$ cat config.mk
export PLATFORM = sky130hd
export DESIGN_NAME = opp_device_flat
export DESIGN_NICKNAME = d
export VERILOG_FILES = /design/src/opp_if.sv /design/src/opp_device.sv /design/src/flat_wrapper.sv
export VERILOG_INCLUDE_DIRS = /design/src /design/src/src
export SDC_FILE = /design/constraint.sdc
export NUM_CORES = 1
export LEC_CHECK = 0
export ABC_AREA = 0
export BUFFER_PORTS_ARGS = -buffer_cell sky130_fd_sc_hd__buf_2
export CAP_MARGIN = 20
export CORE_UTILIZATION = 25
export DETAILED_ROUTE_END_ITERATION = 10
export HOLD_SLACK_MARGIN = 0.02
export PLACE_DENSITY = 0.54
export RECOVER_POWER = 50
export SLEW_MARGIN = 20
export SYNTH_ARGS = -nofsm -noshare
export SYNTH_HDL_FRONTEND = slang
export SYNTH_SLANG_ARGS = --single-unit
$ cat constraint.sdc
create_clock -name CLK_I -period 1.2 [get_ports CLK_I]
set_input_delay 0.18 -clock CLK_I [delete_from_list [all_inputs] [get_ports CLK_I]]
set_output_delay 0.18 -clock CLK_I [all_outputs]
set_load 0.02 [all_outputs]
$ cat src/opp_params.svh
// Purpose: constants for the 6800-style parallel display port
// Assumes: 100 MHz system clock on both ends
// Notes: strobe timing figures are in nanoseconds
`ifndef OPP_PARAMS_SVH
`define OPP_PARAMS_SVH
`define OPP_CLK_NS 10
`define OPP_SETUP_NS 20
`define OPP_SETUP_CYC ((`OPP_SETUP_NS + `OPP_CLK_NS - 1) / `OPP_CLK_NS)
`define OPP_HIGH_NS 60
`define OPP_HIGH_CYC ((`OPP_HIGH_NS + `OPP_CLK_NS - 1) / `OPP_CLK_NS)
`define OPP_HOLD_NS 20
`define OPP_HOLD_CYC ((`OPP_HOLD_NS + `OPP_CLK_NS - 1) / `OPP_CLK_NS)
`define OPP_CNT_W 4
// A phase lasts one cycle longer than its counter load
`define OPP_SETUP_LOAD (`OPP_SETUP_CYC + 1)
`define OPP_HIGH_LOAD (`OPP_HIGH_CYC + 2)
`define OPP_HOLD_LOAD (`OPP_HOLD_CYC + 2)
`define OPP_BUS_W 8
`define OPP_SYNC_STAGES 2
// Layout of one synchronised pin sample
`define OPP_SYNC_W 14
`define OPP_POS_BUS_LO 0
`define OPP_POS_BUS_HI 7
`define OPP_POS_CS_N 8
`define OPP_POS_DC 9
`define OPP_POS_STROBE 10
`define OPP_POS_RW 11
`define OPP_POS_INIT 12
`define OPP_POS_OFF_N 13
`define OPP_DC_DATA 1'h1
`define OPP_DC_CMD 1'h0
`define OPP_RW_READ 1'h1
`define OPP_RW_WRITE 1'h0
`endif

$ cat src/opp_if.sv
// Purpose: pins between host and display-side port
// Assumes: testbench resolves the shared data bus from the enables
// Notes: two-way bus split into in, out and enable per party
`timescale 1ns/100ps
interface opp_if;
  logic cs_n;
  logic dc;
  logic rw;
  logic strobe;
  logic init_low;
  logic converter_off_n;
  logic [7:0] host_d_o;
  logic host_d_oe;
  logic [7:0] dev_d_o;
  logic dev_d_oe;
  logic [7:0] bus_d;
  modport host (output cs_n, dc, rw, strobe, init_low, converter_off_n,
    host_d_o, host_d_oe, input bus_d);
  modport dev (input cs_n, dc, rw, strobe, init_low, converter_off_n,
    output dev_d_o, dev_d_oe, input bus_d);
endinterface

$ cat src/opp_device.sv
// Purpose: display-side end of the 6800-style parallel port
// Assumes: pins arrive asynchronously; all pass two flip-flops except the raw strobe, cs_n and rw that gate the read drive
// Notes: a read presents RD_DATA_I, which user logic keeps current
`timescale 1ns/100ps
`include "opp_params.svh"

module opp_device #(
  parameter int DATA_W = `OPP_BUS_W,
  parameter int SYNC_STAGES = `OPP_SYNC_STAGES
) (
  input wire logic CLK_I,
  input wire logic RST_I,
  opp_if.dev PIN,
  input wire logic SHUTDOWN_JUMPER_I,
  input wire logic [7:0] RD_DATA_I,
  output logic WR_VALID_O,
  output logic WR_IS_DATA_O,
  output logic [7:0] WR_BYTE_O,
  output logic RD_DONE_O,
  output logic RD_IS_DATA_O,
  output logic INIT_O,
  output logic CONVERTER_ON_O
);
  // ----------------------------------------
  // Elaboration checks
  // ----------------------------------------
  // The interface and the sample layout are one byte wide
  if (DATA_W != `OPP_BUS_W) begin : g_bad_width
    $error("opp_device: DATA_W must equal the bus width");
  end
  // A single flop would let a metastable level reach the decode
  if (SYNC_STAGES < `OPP_SYNC_STAGES) begin : g_bad_sync
    $error("opp_device: SYNC_STAGES must be at least two");
  end

  localparam int SYNC_W = `OPP_SYNC_W;

  // ----------------------------------------
  // Helpers
  // ----------------------------------------
  function automatic logic sel_is_data(input logic dc_v);
    return (dc_v == `OPP_DC_DATA);
  endfunction

  function automatic logic sel_is_read(input logic rw_v);
    return (rw_v == `OPP_RW_READ);
  endfunction

  // ----------------------------------------
  // Synchronisers
  // ----------------------------------------
  // All pins share one chain depth, so the fields of a sample
  // belong to the same edge and never mix two accesses
  wire [SYNC_W-1:0] pin_raw;
  wire [SYNC_W-1:0] pin_s;
  assign pin_raw[`OPP_POS_BUS_HI:`OPP_POS_BUS_LO] = PIN.bus_d;
  assign pin_raw[`OPP_POS_CS_N] = PIN.cs_n;
  assign pin_raw[`OPP_POS_DC] = PIN.dc;
  assign pin_raw[`OPP_POS_STROBE] = PIN.strobe;
  assign pin_raw[`OPP_POS_RW] = PIN.rw;
  assign pin_raw[`OPP_POS_INIT] = PIN.init_low;
  assign pin_raw[`OPP_POS_OFF_N] = PIN.converter_off_n;

  for (genvar b = 0; b < SYNC_W; b++) begin : g_sync
    logic [SYNC_STAGES-1:0] chain_r;
    always_ff @(posedge CLK_I) begin
      chain_r <= {chain_r[SYNC_STAGES-2:0], pin_raw[b]};
    end
    assign pin_s[b] = chain_r[SYNC_STAGES-1];
  end

  wire [DATA_W-1:0] bus_s = pin_s[`OPP_POS_BUS_HI:`OPP_POS_BUS_LO];
  wire cs_n_s = pin_s[`OPP_POS_CS_N];
  wire dc_s = pin_s[`OPP_POS_DC];
  wire strobe_s = pin_s[`OPP_POS_STROBE];
  wire rw_s = pin_s[`OPP_POS_RW];
  wire init_low_s = pin_s[`OPP_POS_INIT];
  wire off_n_s = pin_s[`OPP_POS_OFF_N];

  // ----------------------------------------
  // Strobe edges
  // ----------------------------------------
  // The history resets to the idle low level, so no false fall
  // appears when reset lifts
  logic strobe_d_r;
  always_ff @(posedge CLK_I) begin
    if (RST_I) begin
      strobe_d_r <= 1'h0;
    end else begin
      strobe_d_r <= strobe_s;
    end
  end

  wire rise = strobe_s && !strobe_d_r;
  wire fall = strobe_d_r && !strobe_s;

  // ----------------------------------------
  // Access tracking
  // ----------------------------------------
  // An access counts only if chip select was already low when the
  // strobe rose; a strobe caught halfway is ignored. The selectors
  // are taken at the rise, where the host has let them settle.
  logic open_r;
  logic dc_at_rise_r;
  logic rw_at_rise_r;
  wire in_reset = RST_I || !init_low_s;
  wire sel = !cs_n_s;
  wire open_set = rise && sel;
  wire open_nxt = open_set || (open_r && !fall);

  always_ff @(posedge CLK_I) begin
    if (in_reset) begin
      open_r <= 1'h0;
    end else begin
      open_r <= open_nxt;
    end
  end

  always_ff @(posedge CLK_I) begin
    if (in_reset) begin
      dc_at_rise_r <= `OPP_DC_CMD;
      rw_at_rise_r <= `OPP_RW_READ;
    end else if (open_set) begin
      dc_at_rise_r <= dc_s;
      rw_at_rise_r <= rw_s;
    end
  end

  // ----------------------------------------
  // Decode
  // ----------------------------------------
  wire take_fall = open_r && sel && fall;
  wire wr_evt = take_fall && !sel_is_read(rw_at_rise_r);
  wire rd_evt = take_fall && sel_is_read(rw_at_rise_r);
  // With the jumper open the shutdown pin is ignored
  wire conv_on = !SHUTDOWN_JUMPER_I || off_n_s;

  // The drive follows the raw pins: a synchronised copy would hold
  // the bus for two cycles after the host has lowered the strobe
  wire rd_window = PIN.strobe && !PIN.cs_n;
  wire drive = rd_window && sel_is_read(PIN.rw) && !in_reset;
  assign PIN.dev_d_oe = drive;
  assign PIN.dev_d_o = RD_DATA_I;

  // ----------------------------------------
  // Outputs
  // ----------------------------------------
  always_ff @(posedge CLK_I) begin
    if (in_reset) begin
      WR_VALID_O <= 1'h0;
    end else begin
      WR_VALID_O <= wr_evt;
    end
  end

  // The byte and its kind stand until the next accepted write
  always_ff @(posedge CLK_I) begin
    if (in_reset) begin
      WR_BYTE_O <= 8'h00;
      WR_IS_DATA_O <= 1'h0;
    end else if (wr_evt) begin
      WR_BYTE_O <= bus_s;
      WR_IS_DATA_O <= sel_is_data(dc_at_rise_r);
    end
  end

  // A read is reported once the host has lowered the strobe
  always_ff @(posedge CLK_I) begin
    if (in_reset) begin
      RD_DONE_O <= 1'h0;
    end else begin
      RD_DONE_O <= rd_evt;
    end
  end

  always_ff @(posedge CLK_I) begin
    if (in_reset) begin
      RD_IS_DATA_O <= 1'h0;
    end else if (rd_evt) begin
      RD_IS_DATA_O <= sel_is_data(dc_at_rise_r);
    end
  end

  // Reported even while the init pin holds the capture logic down
  always_ff @(posedge CLK_I) begin
    if (RST_I) begin
      INIT_O <= 1'h1;
    end else begin
      INIT_O <= !init_low_s;
    end
  end

  always_ff @(posedge CLK_I) begin
    if (RST_I) begin
      CONVERTER_ON_O <= 1'h0;
    end else begin
      CONVERTER_ON_O <= conv_on;
    end
  end
endmodule

$ cat src/flat_wrapper.sv
// flat-port wrapper written by rule: the top's interface ports become plain ports
module opp_device_flat 
#(
  parameter int DATA_W = `OPP_BUS_W,
  parameter int SYNC_STAGES = `OPP_SYNC_STAGES
)
  (CLK_I, RST_I, SHUTDOWN_JUMPER_I, RD_DATA_I, WR_VALID_O, WR_IS_DATA_O, WR_BYTE_O, RD_DONE_O, RD_IS_DATA_O, INIT_O, CONVERTER_ON_O, PIN_cs_n, PIN_dc, PIN_rw, PIN_strobe, PIN_init_low, PIN_converter_off_n, PIN_dev_d_o, PIN_dev_d_oe, PIN_bus_d);
  opp_if PIN_i ();
  input wire logic CLK_I;
  input wire logic RST_I;
  input wire logic SHUTDOWN_JUMPER_I;
  input wire logic [7:0] RD_DATA_I;
  output logic WR_VALID_O;
  output logic WR_IS_DATA_O;
  output logic [7:0] WR_BYTE_O;
  output logic RD_DONE_O;
  output logic RD_IS_DATA_O;
  output logic INIT_O;
  output logic CONVERTER_ON_O;
  input wire logic [$bits(PIN_i.cs_n)-1:0] PIN_cs_n;
  input wire logic [$bits(PIN_i.dc)-1:0] PIN_dc;
  input wire logic [$bits(PIN_i.rw)-1:0] PIN_rw;
  input wire logic [$bits(PIN_i.strobe)-1:0] PIN_strobe;
  input wire logic [$bits(PIN_i.init_low)-1:0] PIN_init_low;
  input wire logic [$bits(PIN_i.converter_off_n)-1:0] PIN_converter_off_n;
  output wire logic [$bits(PIN_i.dev_d_o)-1:0] PIN_dev_d_o;
  output wire logic [$bits(PIN_i.dev_d_oe)-1:0] PIN_dev_d_oe;
  input wire logic [$bits(PIN_i.bus_d)-1:0] PIN_bus_d;
  assign PIN_i.cs_n = PIN_cs_n;
  assign PIN_i.dc = PIN_dc;
  assign PIN_i.rw = PIN_rw;
  assign PIN_i.strobe = PIN_strobe;
  assign PIN_i.init_low = PIN_init_low;
  assign PIN_i.converter_off_n = PIN_converter_off_n;
  assign PIN_dev_d_o = PIN_i.dev_d_o;
  assign PIN_dev_d_oe = PIN_i.dev_d_oe;
  assign PIN_i.bus_d = PIN_bus_d;
  opp_device #(.DATA_W(DATA_W), .SYNC_STAGES(SYNC_STAGES)) u_core (.CLK_I(CLK_I), .RST_I(RST_I), .PIN(PIN_i), .SHUTDOWN_JUMPER_I(SHUTDOWN_JUMPER_I), .RD_DATA_I(RD_DATA_I), .WR_VALID_O(WR_VALID_O), .WR_IS_DATA_O(WR_IS_DATA_O), .WR_BYTE_O(WR_BYTE_O), .RD_DONE_O(RD_DONE_O), .RD_IS_DATA_O(RD_IS_DATA_O), .INIT_O(INIT_O), .CONVERTER_ON_O(CONVERTER_ON_O));
endmodule
-- Word-level counts from Yosys, hierarchy flattened
Cells that the tools add are included.
- add/sub/neg operators: 0
- multipliers: 0
- divide/modulo/power cells: 0
- magnitude comparators: 0
- eq/ne operators: 0
- shift operators: 0
- muxes and demuxes: 0
- bitwise gates (word level): 0
- reductions and logical operators: 23
- operator list (kind ; number):
    $logic_and 1x1->1 ; 11
    $logic_not 1->1 ; 9
    $logic_or 1x1->1 ; 3
- flip-flop bits (word level): 46
- latch bits: 0
- bits in writable memories: 0
- bits in read-only memories: 0
- input port bits: 25
- output and inout port bits: 23
- word-level logic and storage cells: 48
- memories: 0

-- Logic depth before layout (Yosys ltp)
Gate-level depths: netlist of the first run.
- depth in word-level cells: 5
- depth in mapped cells: 4
- mapped depth without buffers: 3

-- Least setup slack after synthesis of the first run
No wires, ideal clock.
- path kind: reg2out
- start point: register u_core.g_sync[12].chain_r[1]
- end point: output PIN_dev_d_oe
- arrival: 1057 ps
- data required time: 1020 ps
- slack: -37 ps
- cell stages (with the launch flop): 4
- path buffers: 0
- cells stage by stage: dfxtp_1 > nor2b_1 > inv_1 > nor3_1
- longest elaborated chain between the ends: 4
- ends and longest elaborated chain (element ; RTL line ; RTL):
    start: declaration ; opp_device.sv:65 ; logic [SYNC_STAGES-1:0] chain_r;
    start signal: assignment ; opp_device.sv:67 ; chain_r <= {chain_r[SYNC_STAGES-2:0], pin_raw[b]};
    $logic_not 1->1 ; opp_device.sv:106 ; wire in_reset = RST_I || !init_low_s;
    $logic_or 1x1->1 ; opp_device.sv:106 ;
    $logic_not 1->1 ; opp_device.sv:141 ; wire drive = rd_window && sel_is_read(PIN.rw) && !in_reset;
    $logic_and 1x1->1 ; opp_device.sv:141 ;
    end: declaration ; flat_wrapper.sv:27 ; output wire logic [$bits(PIN_i.dev_d_oe)-1:0] PIN_dev_d_oe;
Every way passes these cells.

-- Final worst setup path of the first run
Ends and elaborated chain as after synthesis.

==> run summary, run 1 <==
RUN STATUS
----------------------------------------------------------------------------------------------------
Status                                                                                  complete, but fails checks
Violations in the final reports                                                         setup timing

TIMING
----------------------------------------------------------------------------------------------------
Final setup violation count                                                                        1
Worst slew margin relative to its limit                                                       83.33%
Final-layout setup total negative slack                                                  -0.07347 ns
Share of the clock period used by the worst path                                              106.1%
Clock period minus final worst setup slack                                                  1.273 ns
Final max-slew violation count                                                                     0
Clk_skew                                                                                 0.007100 ns
Achievable clock frequency                                                                0.7853 GHz
Actual slew at the worst max-slew pin                                                      0.2490 ns
RSZ-0062 raised after global routing                                                             yes
Minimum setup slack in the final design                                                  -0.07347 ns
Final hold violation count                                                                         0

CLOCKING
----------------------------------------------------------------------------------------------------
CTS root buffer                                                                             clkbuf_8
Buffers from clock root to sink, at most                                                           2
Number of buffers created by CTS                                                                   5
H-tree depth                                                                                       2
Clock-pin slew reported for the worst setup and hold paths after clock tree synthesis        0.08 ns
Clock tree from TritonCTS                                                                      built
Sinks on the clock net                                                                            46
Later-pin clock latency in the skew report                                                   0.29 ns

HOLD PATH
----------------------------------------------------------------------------------------------------
Hold Crit Endpoint                                                                      u_core.CONVERTER_ON_O
Hold/Removal Path Class                                                                 input port to flop
Startpoint of the worst hold path                                                       SHUTDOWN_JUMPER_I
Hold path depth                                                                                    2

SYNTHESIS
----------------------------------------------------------------------------------------------------
Area share of the largest cell type after synthesis                                           70.77%
Net count after synthesis                                                                        133
Yosys reg bits                                                                                    46
Distinct cell type count of the synthesized netlist                                               18
Total of warnings raised by yosys                                                                  0
Top post-synthesis cells by area                                                        dfxtp_1 71%, mux2i_1 8.5%, nand2_1 6.1%
Largest area contributor in the synthesized netlist                                          dfxtp_1
Share of synthesized area occupied by flip-flops and latches                                  70.77%
Summed instance area of the synthesized netlist                                             1301 um2
Average instance area after synthesis                                                      12.05 um2
Cells after Synth                                                                                108

PLACE
----------------------------------------------------------------------------------------------------
IO buf count                                                                                      31
Worst-case setup slack after placement                                                    0.05741 ns
Routability congestion estimate from global placement                                         0.6306
Detailed placement HPWL                                                                     1.536 mm
Cell area reported after detailed placement                                                 1503 um2

DRT
----------------------------------------------------------------------------------------------------
Final wirelength                                                                            2.209 mm
Via count                                                                                        846
Via count normalized by instance count                                                         3.777
First-pass iteration count of the detailed router                                                  3
Routed wirelength normalized by instance count                                              9.862 um
Number of nets still failing antenna checks after routing                                          0
DRC violation count after routing                                                                  0
Violation count after the first detailed-routing iteration                                        16

SETUP PATH
----------------------------------------------------------------------------------------------------
Data arrival at the endpoint of the critical path                                            1.09 ns
Flop2flop setup slack                                                                        0.06 ns
Type of destination of the critical path                                                primary output
Worst reg2reg path startpoint                                                           u_core.strobe_d_r
Type of the worst setup path                                                            flop to primary output
Worst Path Max Fanout                                                                              2
Startpoint kind of the worst setup timing path                                                  flop
End of the worst register-to-register path                                              u_core.WR_BYTE_O[7]
Length in cells of the worst reg-to-reg path                                                       4
Required time of the worst setup path                                                        1.02 ns

FLOORPLANNING
----------------------------------------------------------------------------------------------------
Area of the placeable core                                                                  4880 um2
Standard-cell rows                                                                                25
I/O pins                                                                                          48
Die area                                                                                    5497 um2
Horiz. Die Dim                                                                              74.15 um
Height of the die                                                                           74.15 um
Initial Util                                                                                  26.67%

LAYOUT
----------------------------------------------------------------------------------------------------
Antenna cells                                                                                      0
Synthesis-to-finish area growth                                                               37.98%
Share of layout cells above drive strength 1                                                  32.48%
Post-layout util                                                                              36.79%
Most common cell after layout, fill and taps aside                                           dfxtp_1
Filler Cell Count                                                                                496
# nets final                                                                                     181
Commonest cells after routing, fill and taps aside                                      44 x dfxtp_1, 30 x buf_2, 21 x nand2_1
Finished layout cell area                                                                   1795 um2

POWER
----------------------------------------------------------------------------------------------------
Leak                                                                                       0.8296 nW
VDD IR-drop max                                                                            0.6956 mV
Pwr per Cell Area                                                                        1580 nW/um2
Pwr Total                                                                                   2.837 mW

GLOBAL ROUTING
----------------------------------------------------------------------------------------------------
Number of antenna violations at the first check in global routing                                  0
Via count of the first global-routing pass                                                       815
Wire length of the first global-routing pass                                                3.436 mm
Largest net degree at the start of global routing                                                 15
Aggregate global-route resource usage                                                         8.581%
Remaining global-route overflow                                                                    0

RUN
----------------------------------------------------------------------------------------------------
Reported max-cap violation count                                                                   0

synthesized netlist by cell type:
master and n:
a21oi_1 2, and4bb_1 1, buf_2 1, buf_4 8
buf_6 1, clkbuf_1 1, dfxtp_1 46, inv_1 2
mux2i_1 11, nand2_1 21, nand2b_1 2, nand4bb_1 1
nor2_1 4, nor2b_1 2, nor3_1 1, nor3b_1 1
o211ai_1 1, o21ai_0 2
cell type report:
class / instances / area (um2) / share of cell area, %
clock buffer: 6 / 72.57 / 4.042
clock inverter: 2 / 37.54 / 2.091
inverter: 2 / 7.507 / 0.4181
multi-input combinational: 49 / 316.6 / 17.63
sequential: 46 / 923.4 / 51.43
tap: 67 / 83.83 / 4.669
timing repair buffer: 52 / 354.1 / 19.72
metal layers:
| metal | wire [um] | part of all wire, % | up-vias | global-route usage (%) |
|---|---|---|---|---|
| met5 | 0 | 0 | - | 0 |
| met4 | 37 | 1.7 | 0 | 4.915 |
| met3 | 149 | 6.7 | 6 | 3.659 |
| met2 | 1050 | 48 | 26 | 14.75 |
| met1 | 971 | 44 | 384 | 8.725 |
| li1 | - | - | 430 | - |
power by group:
group	leakage (nW)	switching, mW	internal [mW]
Combinational	0.396	0.0495	0.0788
Sequential	0.382	0.0188	1.58
Clock	0.0514	0.485	0.621
Total	0.830	0.553	2.28
worst max path at each step:
stage                                       startpoint           end  slack, ns  depth (start not counted)
final                     u_core.g_sync[12].chain_r[1]  PIN_dev_d_oe      -0.07                          4
after floorplan           u_core.g_sync[12].chain_r[1]  PIN_dev_d_oe       0.13                          3
after global routing      u_core.g_sync[12].chain_r[1]  PIN_dev_d_oe      -0.15                          4
after global placement                           RST_I  PIN_dev_d_oe       0.09                          5
after detailed placement                         RST_I  PIN_dev_d_oe       0.06                          5
after CTS                 u_core.g_sync[12].chain_r[1]  PIN_dev_d_oe      -0.07                          4
metrics by stage:
stage	std cells	hold slack [ns]
floorplan	108	0.2077
global placement	200	0.2824
detailed placement	200	0.2836
CTS	222	0.006495
global route	224	0.03914
finish	224	0.05745
kinds of logic (layout without fill, tap and decap cells):
group / count (synthesis) / count (layout) / synth area share, %
simple gates: 33 / 33 / 11.92
buf+inv: 13 / 62 / 6.730
mux: 11 / 11 / 8.462
compound gates: 5 / 5 / 2.116
flops: 46 / 46 / 70.77
critical path, stage by stage (launching register included):
cell and delay, ns:
dfxtp_2 0.33, nor2b_4 0.14, inv_2 0.05, nor3_4 0.14
buf_6 0.15
repair_timing:
| action | in CTS | in global routing |
|---|---|---|
| resized for setup | 4 | 5 |
| hold buffers | 13 | 1 |
| endpoints found under the hold margin | 14 | 1 |
| setup endpoints to repair | 1 | 5 |
| buffers inserted | 1 | 1 |
| pin swaps | 1 | 0 |
registers in the layout, indices dropped and copies added (netlist names):
| signal | flops |
|---|---|
| u_core.CONVERTER_ON_O | 1 |
| u_core.open_r | 1 |
| u_core.RD_IS_DATA_O | 1 |
| u_core.WR_IS_DATA_O | 1 |
| u_core.WR_VALID_O | 1 |
| u_core.INIT_O | 1 |
| u_core.dc_at_rise_r | 1 |
| u_core.rw_at_rise_r | 1 |
| u_core.WR_BYTE_O | 8 |
| u_core.RD_DONE_O | 1 |
| u_core.strobe_d_r | 1 |
| u_core.g_sync.chain_r | 28 |
No activity file was read; power rests on OpenSTA's default activity.
==> inputs of run 2 (changes only) <==
--- a/config.mk
+++ b/config.mk
@@ -6,13 +6,13 @@
 export SDC_FILE = /design/constraint.sdc
 export NUM_CORES = 1
 export LEC_CHECK = 0
-export ABC_AREA = 0
+export ABC_AREA = 1
 export BUFFER_PORTS_ARGS = -buffer_cell sky130_fd_sc_hd__buf_2
 export CAP_MARGIN = 20
 export CORE_UTILIZATION = 25
 export DETAILED_ROUTE_END_ITERATION = 10
 export HOLD_SLACK_MARGIN = 0.02
-export PLACE_DENSITY = 0.54
+export PLACE_DENSITY = 0.53
 export RECOVER_POWER = 50
 export SLEW_MARGIN = 20
 export SYNTH_ARGS = -nofsm -noshare
==> run 2 against run 1 <==
The flow still finishes with violations (setup timing). Non-clock buffer count fell by 3. Clock power down 16%. Register-to-register slack better by 0.05 ns. Highest routed layer unchanged. Fmax grew 2.3%. Critical endpoint unchanged. Critical path type unchanged. Cell count rose by 22%. First-iteration DRC count grew to 2.6 times the previous value. Largest cell class unchanged. Combinational power up 5%.
==> run summary, run 2 <==
GLOBAL ROUTING
----------------------------------------------------------------------------------------------------
Number of antenna violations at the first check in global routing                                  0
Via count of the first global-routing pass                                                       934
Wire length of the first global-routing pass                                                3.988 mm
Largest net degree at the start of global routing                                                 14
Aggregate global-route resource usage                                                         8.826%
Remaining global-route overflow                                                                    0

TIMING
----------------------------------------------------------------------------------------------------
Clock period minus final worst setup slack                                                  1.245 ns
Clk_skew                                                                                 0.003730 ns
Share of the clock period used by the worst path                                              103.7%
Worst slew margin relative to its limit                                                       85.67%
Achievable clock frequency                                                                0.8035 GHz
Actual slew at the worst max-slew pin                                                      0.2145 ns
Worst Hold Margin                                                                         0.05979 ns
Final hold violation count                                                                         0
RSZ-0062 raised after global routing                                                             yes
Final setup violation count                                                                        1
Minimum setup slack in the final design                                                  -0.04457 ns
Final max-slew violation count                                                                     0

SYNTHESIS
----------------------------------------------------------------------------------------------------
Net count after synthesis                                                                        179
Average instance area after synthesis                                                      9.230 um2
Prevailing post-synth register cell                                                          dfxtp_1
Share of synthesized flip-flops with an asynchronous set or reset                                 0%
Total of warnings raised by yosys                                                                  0
Cells after Synth                                                                                154
Area share of the largest cell type after synthesis                                           64.79%
Count of flip-flops with a built-in enable after synthesis                                         0
Summed instance area of the synthesized netlist                                             1421 um2
Distinct cell type count of the synthesized netlist                                               15
Yosys reg bits                                                                                    46
Largest area contributor in the synthesized netlist                                          dfxtp_1
Top post-synthesis cells by area                                                        dfxtp_1 65%, inv_1 9.0%, nand2_1 6.1%
Ranking of synthesized cells by instance count                                          46 x dfxtp_1, 34 x inv_1, 23 x nand2_1
Most frequently used cell type in the post-synthesis netlist                                 dfxtp_1
Share of synthesized area occupied by flip-flops and latches                                  64.79%

RUN STATUS
----------------------------------------------------------------------------------------------------
Status                                                                                  complete, but fails checks
Violations in the final reports                                                         setup timing

PLACE
----------------------------------------------------------------------------------------------------
Routability congestion estimate from global placement                                         0.7148
Detailed placement HPWL                                                                     1.510 mm
IO buf count                                                                                      31

CLOCKING
----------------------------------------------------------------------------------------------------
Clock-pin slew reported for the worst setup and hold paths after clock tree synthesis        0.08 ns
H-tree depth                                                                                       2
Sinks on the clock net                                                                            46
Later-pin clock latency in the skew report                                                   0.29 ns
Clock tree from TritonCTS                                                                      built
CTS root buffer                                                                             clkbuf_8
Buffers from clock root to sink, at most                                                           2
Number of buffers created by CTS                                                                   5

LAYOUT
----------------------------------------------------------------------------------------------------
Largest regs                                                                            u_core.g_sync.chain_r x28, u_core.WR_BYTE_O x8
Antenna cells                                                                                      0
Register with the highest flop count                                                    u_core.g_sync.chain_r
Share of layout cells above drive strength 1                                                  26.24%
# nets final                                                                                     226
Synthesis-to-finish area growth                                                               31.43%
Commonest cells after routing, fill and taps aside                                      46 x dfxtp_1, 34 x inv_1, 30 x buf_2
Post-layout util                                                                              33.92%
Flip-flop count of the largest register, all copies and words added                               28
Most common cell after layout, fill and taps aside                                           dfxtp_1

FLOORPLANNING
----------------------------------------------------------------------------------------------------
Area of the placeable core                                                                  5507 um2
I/O pins                                                                                          48
Initial Util                                                                                  25.81%
Die area                                                                                    5991 um2
Horiz. Die Dim                                                                              77.40 um
Standard-cell rows                                                                                27
Height of the die                                                                           77.40 um

DRT
----------------------------------------------------------------------------------------------------
Via count                                                                                        965
Final wirelength                                                                            2.192 mm
DRC violation count after routing                                                                  0
Routed wirelength normalized by instance count                                              8.000 um
First-pass iteration count of the detailed router                                                  4
Via count normalized by instance count                                                         3.522
Violation count after the first detailed-routing iteration                                        41
Number of nets still failing antenna checks after routing                                          0

SETUP PATH
----------------------------------------------------------------------------------------------------
Type of destination of the critical path                                                primary output
Required time of the worst setup path                                                        1.02 ns
Data arrival at the endpoint of the critical path                                            1.06 ns
Type of the worst setup path                                                            flop to primary output
Worst-path cell chain                                                                   inv_1, nor2_2, inv_2, nor3_2, buf_4
Slowest-stage cell, CP                                                                       dfxtp_1
Max incr delay on CP                                                                         0.31 ns
Worst Path Max Fanout                                                                              2
Startpoint kind of the worst setup timing path                                                  flop

POWER
----------------------------------------------------------------------------------------------------
Leak                                                                                       0.8835 nW
VDD IR-drop max                                                                            0.5583 mV
Pwr per Cell Area                                                                        1427 nW/um2
Pwr Total                                                                                   2.665 mW

RUN
----------------------------------------------------------------------------------------------------
Reported max-cap violation count                                                                   0

HOLD PATH
----------------------------------------------------------------------------------------------------
Hold/Removal Path Class                                                                 input port to flop

-- run 2: cell types whose count changed after synthesis, moves of 2 or more --
cell	change
nand2b_1	-2
nor2_4	+2
nor2b_1	-2
nand2_1	+2
mux2i_1	-11
inv_2	+4
inv_1	+32
nand2_2	+2
nor2_1	+9
nand3_1	+13
-- run 2: what timing repair did --
item                       CTS  global route
setup buffers                4             0
pin swaps                    1             1
resized for setup            4             0
hold endpoints to repair    14             1
setup endpoints to repair    1             8
hold buffers                13             1
-- run 2: area by class of cell --
cell class | count | area (um2)
fillers | 580 | 3638
flip-flops and latches | 46 | 920.9
repair buffers | 49 | 327.8
multi-input cells | 61 | 295.3
inverters | 38 | 142.6
well taps | 72 | 90.09
clock buffers | 7 | 86.33
clock inverters | 1 | 5.005
-- run 2: report_power, final --
| group | internal [mW] | total, mW | switching [mW] |
|---|---|---|---|
| Clock | 0.464 | 0.929 | 0.465 |
| Combinational | 0.0747 | 0.135 | 0.0601 |
| Sequential | 1.58 | 1.60 | 0.0172 |
| Total | 2.12 | 2.67 | 0.542 |
-- run 2: metal layers --
layer / track usage (%) / up-vias / wire length, um
li1: - / 532 / -
met3: 3.765 / 7 / 141
met4: 6.604 / 0 / 72
met1: 9.722 / 403 / 1035
met2: 13.45 / 23 / 943
met5: 0 / - / 0
-- run 2: stage by stage --
stage / instances / setup slack, ns / instance area [um2] / setup TNS, ns
4_1_cts: 274 / -0.08333 / 1869 / -0.08333
2_1_floorplan: 154 / 0.01254 / 1421 / 0
3_3_place_gp: 249 / 0.1729 / 1607 / 0
6_report: 274 / -0.04457 / 1868 / -0.04457
3_5_place_dp: 249 / 0.1676 / 1607 / 0
5_1_grt: 274 / -0.1328 / 1868 / -0.1328
-- run 2: worst paths after layout --
kind                                startpoint                          end  slack, ns  cells after the start
setup / recovery  u_core.g_sync[12].chain_r[1]                 PIN_dev_d_oe      -0.04                      5
hold / removal               SHUTDOWN_JUMPER_I        u_core.CONVERTER_ON_O       0.06                      2
setup reg to reg  u_core.g_sync[12].chain_r[1]          u_core.dc_at_rise_r       0.11                      7
hold reg to reg    u_core.g_sync[5].chain_r[0]  u_core.g_sync[5].chain_r[1]       0.33                      0
-- run 2: critical path, delay by kind of cell (launching register included) --
| kind | cells | cell delay (ns) |
|---|---|---|
| flip-flops | 1 | 0.31 |
| buffers and inverters | 3 | 0.25 |
| AND/OR/NAND/NOR | 2 | 0.21 |
-- run 2: cell families (layout without fill, tap and decap cells) --
family / count (synthesis) / count (layout) / share of synthesized area, %
compound gates: 4 / 4 / 1.408
simple gates: 57 / 57 / 19.01
buf+inv: 47 / 95 / 14.79
flops: 46 / 46 / 64.79
==> inputs of run 3 (changes only) <==
--- a/config.mk
+++ b/config.mk
@@ -12,6 +12,7 @@
 export CORE_UTILIZATION = 25
 export DETAILED_ROUTE_END_ITERATION = 10
 export HOLD_SLACK_MARGIN = 0.02
+export MAX_ROUTING_LAYER = met4
 export PLACE_DENSITY = 0.53
 export RECOVER_POWER = 50
 export SLEW_MARGIN = 20
==> run 3 against run 2 <==
Sequential share of layout area stayed put. The run still ends with setup timing left. Via count unchanged. Routed wire length unchanged. Critical path depth did not move. Count of clock-buffer cells in the layout stayed put. Flip-flop and latch count unchanged. Sequential power hardly changed. Cell area unchanged. Worst hold slack barely moved. Combinational power about the same.
==> run summary, run 3 (synthesis results as in run 2) <==
DRT
----------------------------------------------------------------------------------------------------
Via count normalized by instance count                                                         3.522
Violation count after the first detailed-routing iteration                                        36
Uppermost layer routed                                                                          met4
Number of nets still failing antenna checks after routing                                          0
Length of routed wiring on met1                                                             1.035 mm
First-pass iteration count of the detailed router                                                  4
Routed wirelength normalized by instance count                                              8.000 um
DRC violation count after routing                                                                  0
Final wirelength                                                                            2.192 mm
Detail Route met2 WL                                                                          943 um
Via count                                                                                        965
Met3 wirelength from detailed routing                                                         141 um

LAYOUT
----------------------------------------------------------------------------------------------------
# nets final                                                                                     226
Synthesis-to-finish area growth                                                               31.43%
Most common cell after layout, fill and taps aside                                           dfxtp_1
Antenna cells                                                                                      0
Register with the highest flop count                                                    u_core.g_sync.chain_r
Flip-flop count of the largest register, all copies and words added                               28
Share of layout cells above drive strength 1                                                  26.24%
Largest regs                                                                            u_core.g_sync.chain_r x28, u_core.WR_BYTE_O x8
Finished Layout Cells                                                                            274
Commonest cells after routing, fill and taps aside                                      46 x dfxtp_1, 34 x inv_1, 30 x buf_2
Filler Cell Count                                                                                580

GLOBAL ROUTING
----------------------------------------------------------------------------------------------------
Largest net degree at the start of global routing                                                 14
Wire length of the first global-routing pass                                                3.988 mm
Aggregate global-route resource usage                                                         9.077%
Remaining global-route overflow                                                                    0
Number of antenna violations at the first check in global routing                                  0
Via count of the first global-routing pass                                                       935

RUN STATUS
----------------------------------------------------------------------------------------------------
Status                                                                                  complete, but fails checks
Violations in the final reports                                                         setup timing

CLOCKING
----------------------------------------------------------------------------------------------------
H-tree depth                                                                                       2
Later-pin clock latency in the skew report                                                   0.29 ns
Buffers from clock root to sink, at most                                                           2
CTS root buffer                                                                             clkbuf_8
Clock-pin slew reported for the worst setup and hold paths after clock tree synthesis        0.08 ns
Clock tree from TritonCTS                                                                      built
Sinks on the clock net                                                                            46
Number of buffers created by CTS                                                                   5

PLACE
----------------------------------------------------------------------------------------------------
Total placed cells including tap cells                                                           249
Detailed placement HPWL                                                                     1.510 mm
Routability congestion estimate from global placement                                         0.7231
IO buf count                                                                                      31

FLOORPLANNING
----------------------------------------------------------------------------------------------------
Height of the die                                                                           77.40 um
Area of the placeable core                                                                  5507 um2
Horiz. Die Dim                                                                              77.40 um
Standard-cell rows                                                                                27
I/O pins                                                                                          48
Initial Util                                                                                  25.81%
Die area                                                                                    5991 um2

SETUP PATH
----------------------------------------------------------------------------------------------------
Data arrival at the endpoint of the critical path                                            1.06 ns
Max incr delay on CP                                                                         0.31 ns
Type of destination of the critical path                                                primary output
Worst-path cell chain                                                                   inv_1, nor2_2, inv_2, nor3_2, buf_4
Flop2flop setup slack                                                                        0.11 ns
Worst Path Max Fanout                                                                              2
Buf+Inv Stages, Crit Path                                                                          3
Required time of the worst setup path                                                        1.02 ns
Crit path max-delay family                                                                flip-flops
Startpoint kind of the worst setup timing path                                                  flop
Slowest-stage cell, CP                                                                       dfxtp_1
Type of the worst setup path                                                            flop to primary output

POWER
----------------------------------------------------------------------------------------------------
Sequential cell fraction of total power                                                        60.1%
Share of total power in combinational logic                                                     5.1%
Cell Int Power                                                                              2.123 mW
VDD IR-drop max                                                                            0.5583 mV
Pwr Total                                                                                   2.665 mW
Pwr per Cell Area                                                                        1427 nW/um2
Switching pwr                                                                              0.5424 mW
Clock network power share                                                                      34.9%
Leak                                                                                       0.8835 nW
Switching power share of the total                                                            20.35%

TIMING
----------------------------------------------------------------------------------------------------
Clk_skew                                                                                 0.003750 ns
Worst slew margin relative to its limit                                                       85.66%
Final-layout setup total negative slack                                                  -0.04464 ns
Actual slew at the worst max-slew pin                                                      0.2146 ns
Achievable clock frequency                                                                0.8034 GHz
Final max-slew violation count                                                                     0
RSZ-0062 raised after global routing                                                             yes
Final setup violation count                                                                        1
Minimum setup slack in the final design                                                  -0.04464 ns
Final hold violation count                                                                         0
Share of the clock period used by the worst path                                              103.7%
Clock period minus final worst setup slack                                                  1.245 ns
Worst Hold Margin                                                                         0.05972 ns

RUN
----------------------------------------------------------------------------------------------------
Reported max-cap violation count                                                                   0

HOLD PATH
----------------------------------------------------------------------------------------------------
Hold/Removal Path Class                                                                 input port to flop

-- run 3: metrics by stage --
| step | utilization, % | cell area (um2) | setup WS, ns |
|---|---|---|---|
| 5_1_grt | 33.92 | 1868 | -0.1328 |
| 6_report | 33.92 | 1868 | -0.04464 |
| 4_1_cts | 33.95 | 1869 | -0.08333 |
| 2_1_floorplan | - | 1421 | 0.01254 |
| 3_3_place_gp | 29.18 | 1607 | 0.1729 |
| 3_5_place_dp | 29.18 | 1607 | 0.1676 |
-- run 3: area by class of cell --
class | count | area (um2) | share of cell area, %
Timing Repair Buffer | 49 | 327.8 | 17.55
Inverter | 38 | 142.6 | 7.636
Multi-Input combinational cell | 61 | 295.3 | 15.81
Clock buffer | 7 | 86.33 | 4.622
Sequential cell | 46 | 920.9 | 49.30
Tap cell | 72 | 90.09 | 4.823
Clock inverter | 1 | 5.005 | 0.2679
-- run 3: power by group through the flow --
stage	combinational [mW]	sequential [mW]	clock (mW)
after detailed placement	0.0930	1.64	0
after CTS	0.137	1.60	0.997
final	0.135	1.60	0.929
after floorplan	0.0853	1.64	0
after global placement	0.0942	1.64	0
after global routing	0.151	1.61	1.06
-- run 3: final timing paths --
check / depth (start not counted) / to / from
worst min-delay path: 2 / u_core.CONVERTER_ON_O / SHUTDOWN_JUMPER_I
worst min register to register: 0 / u_core.g_sync[5].chain_r[1] / u_core.g_sync[5].chain_r[0]
worst max-delay path: 5 / PIN_dev_d_oe / u_core.g_sync[12].chain_r[1]
worst max register to register: 7 / u_core.dc_at_rise_r / u_core.g_sync[12].chain_r[1]
-- run 3: per-layer routing --
metal | global-route usage [%] | up-vias
met5 | - | -
met3 | 3.765 | 7
met2 | 13.45 | 23
met1 | 9.722 | 403
met4 | 6.604 | 0
li1 | - | 532
-- run 3: repair_timing --
action | 4_1_cts | 5_1_grt
endpoints found under the hold margin | 14 | 1
endpoints found under the setup margin | 1 | 8
hold buffers | 13 | 1
setup buffers | 4 | 0
pin swaps | 1 | 1
resized for setup | 4 | 0
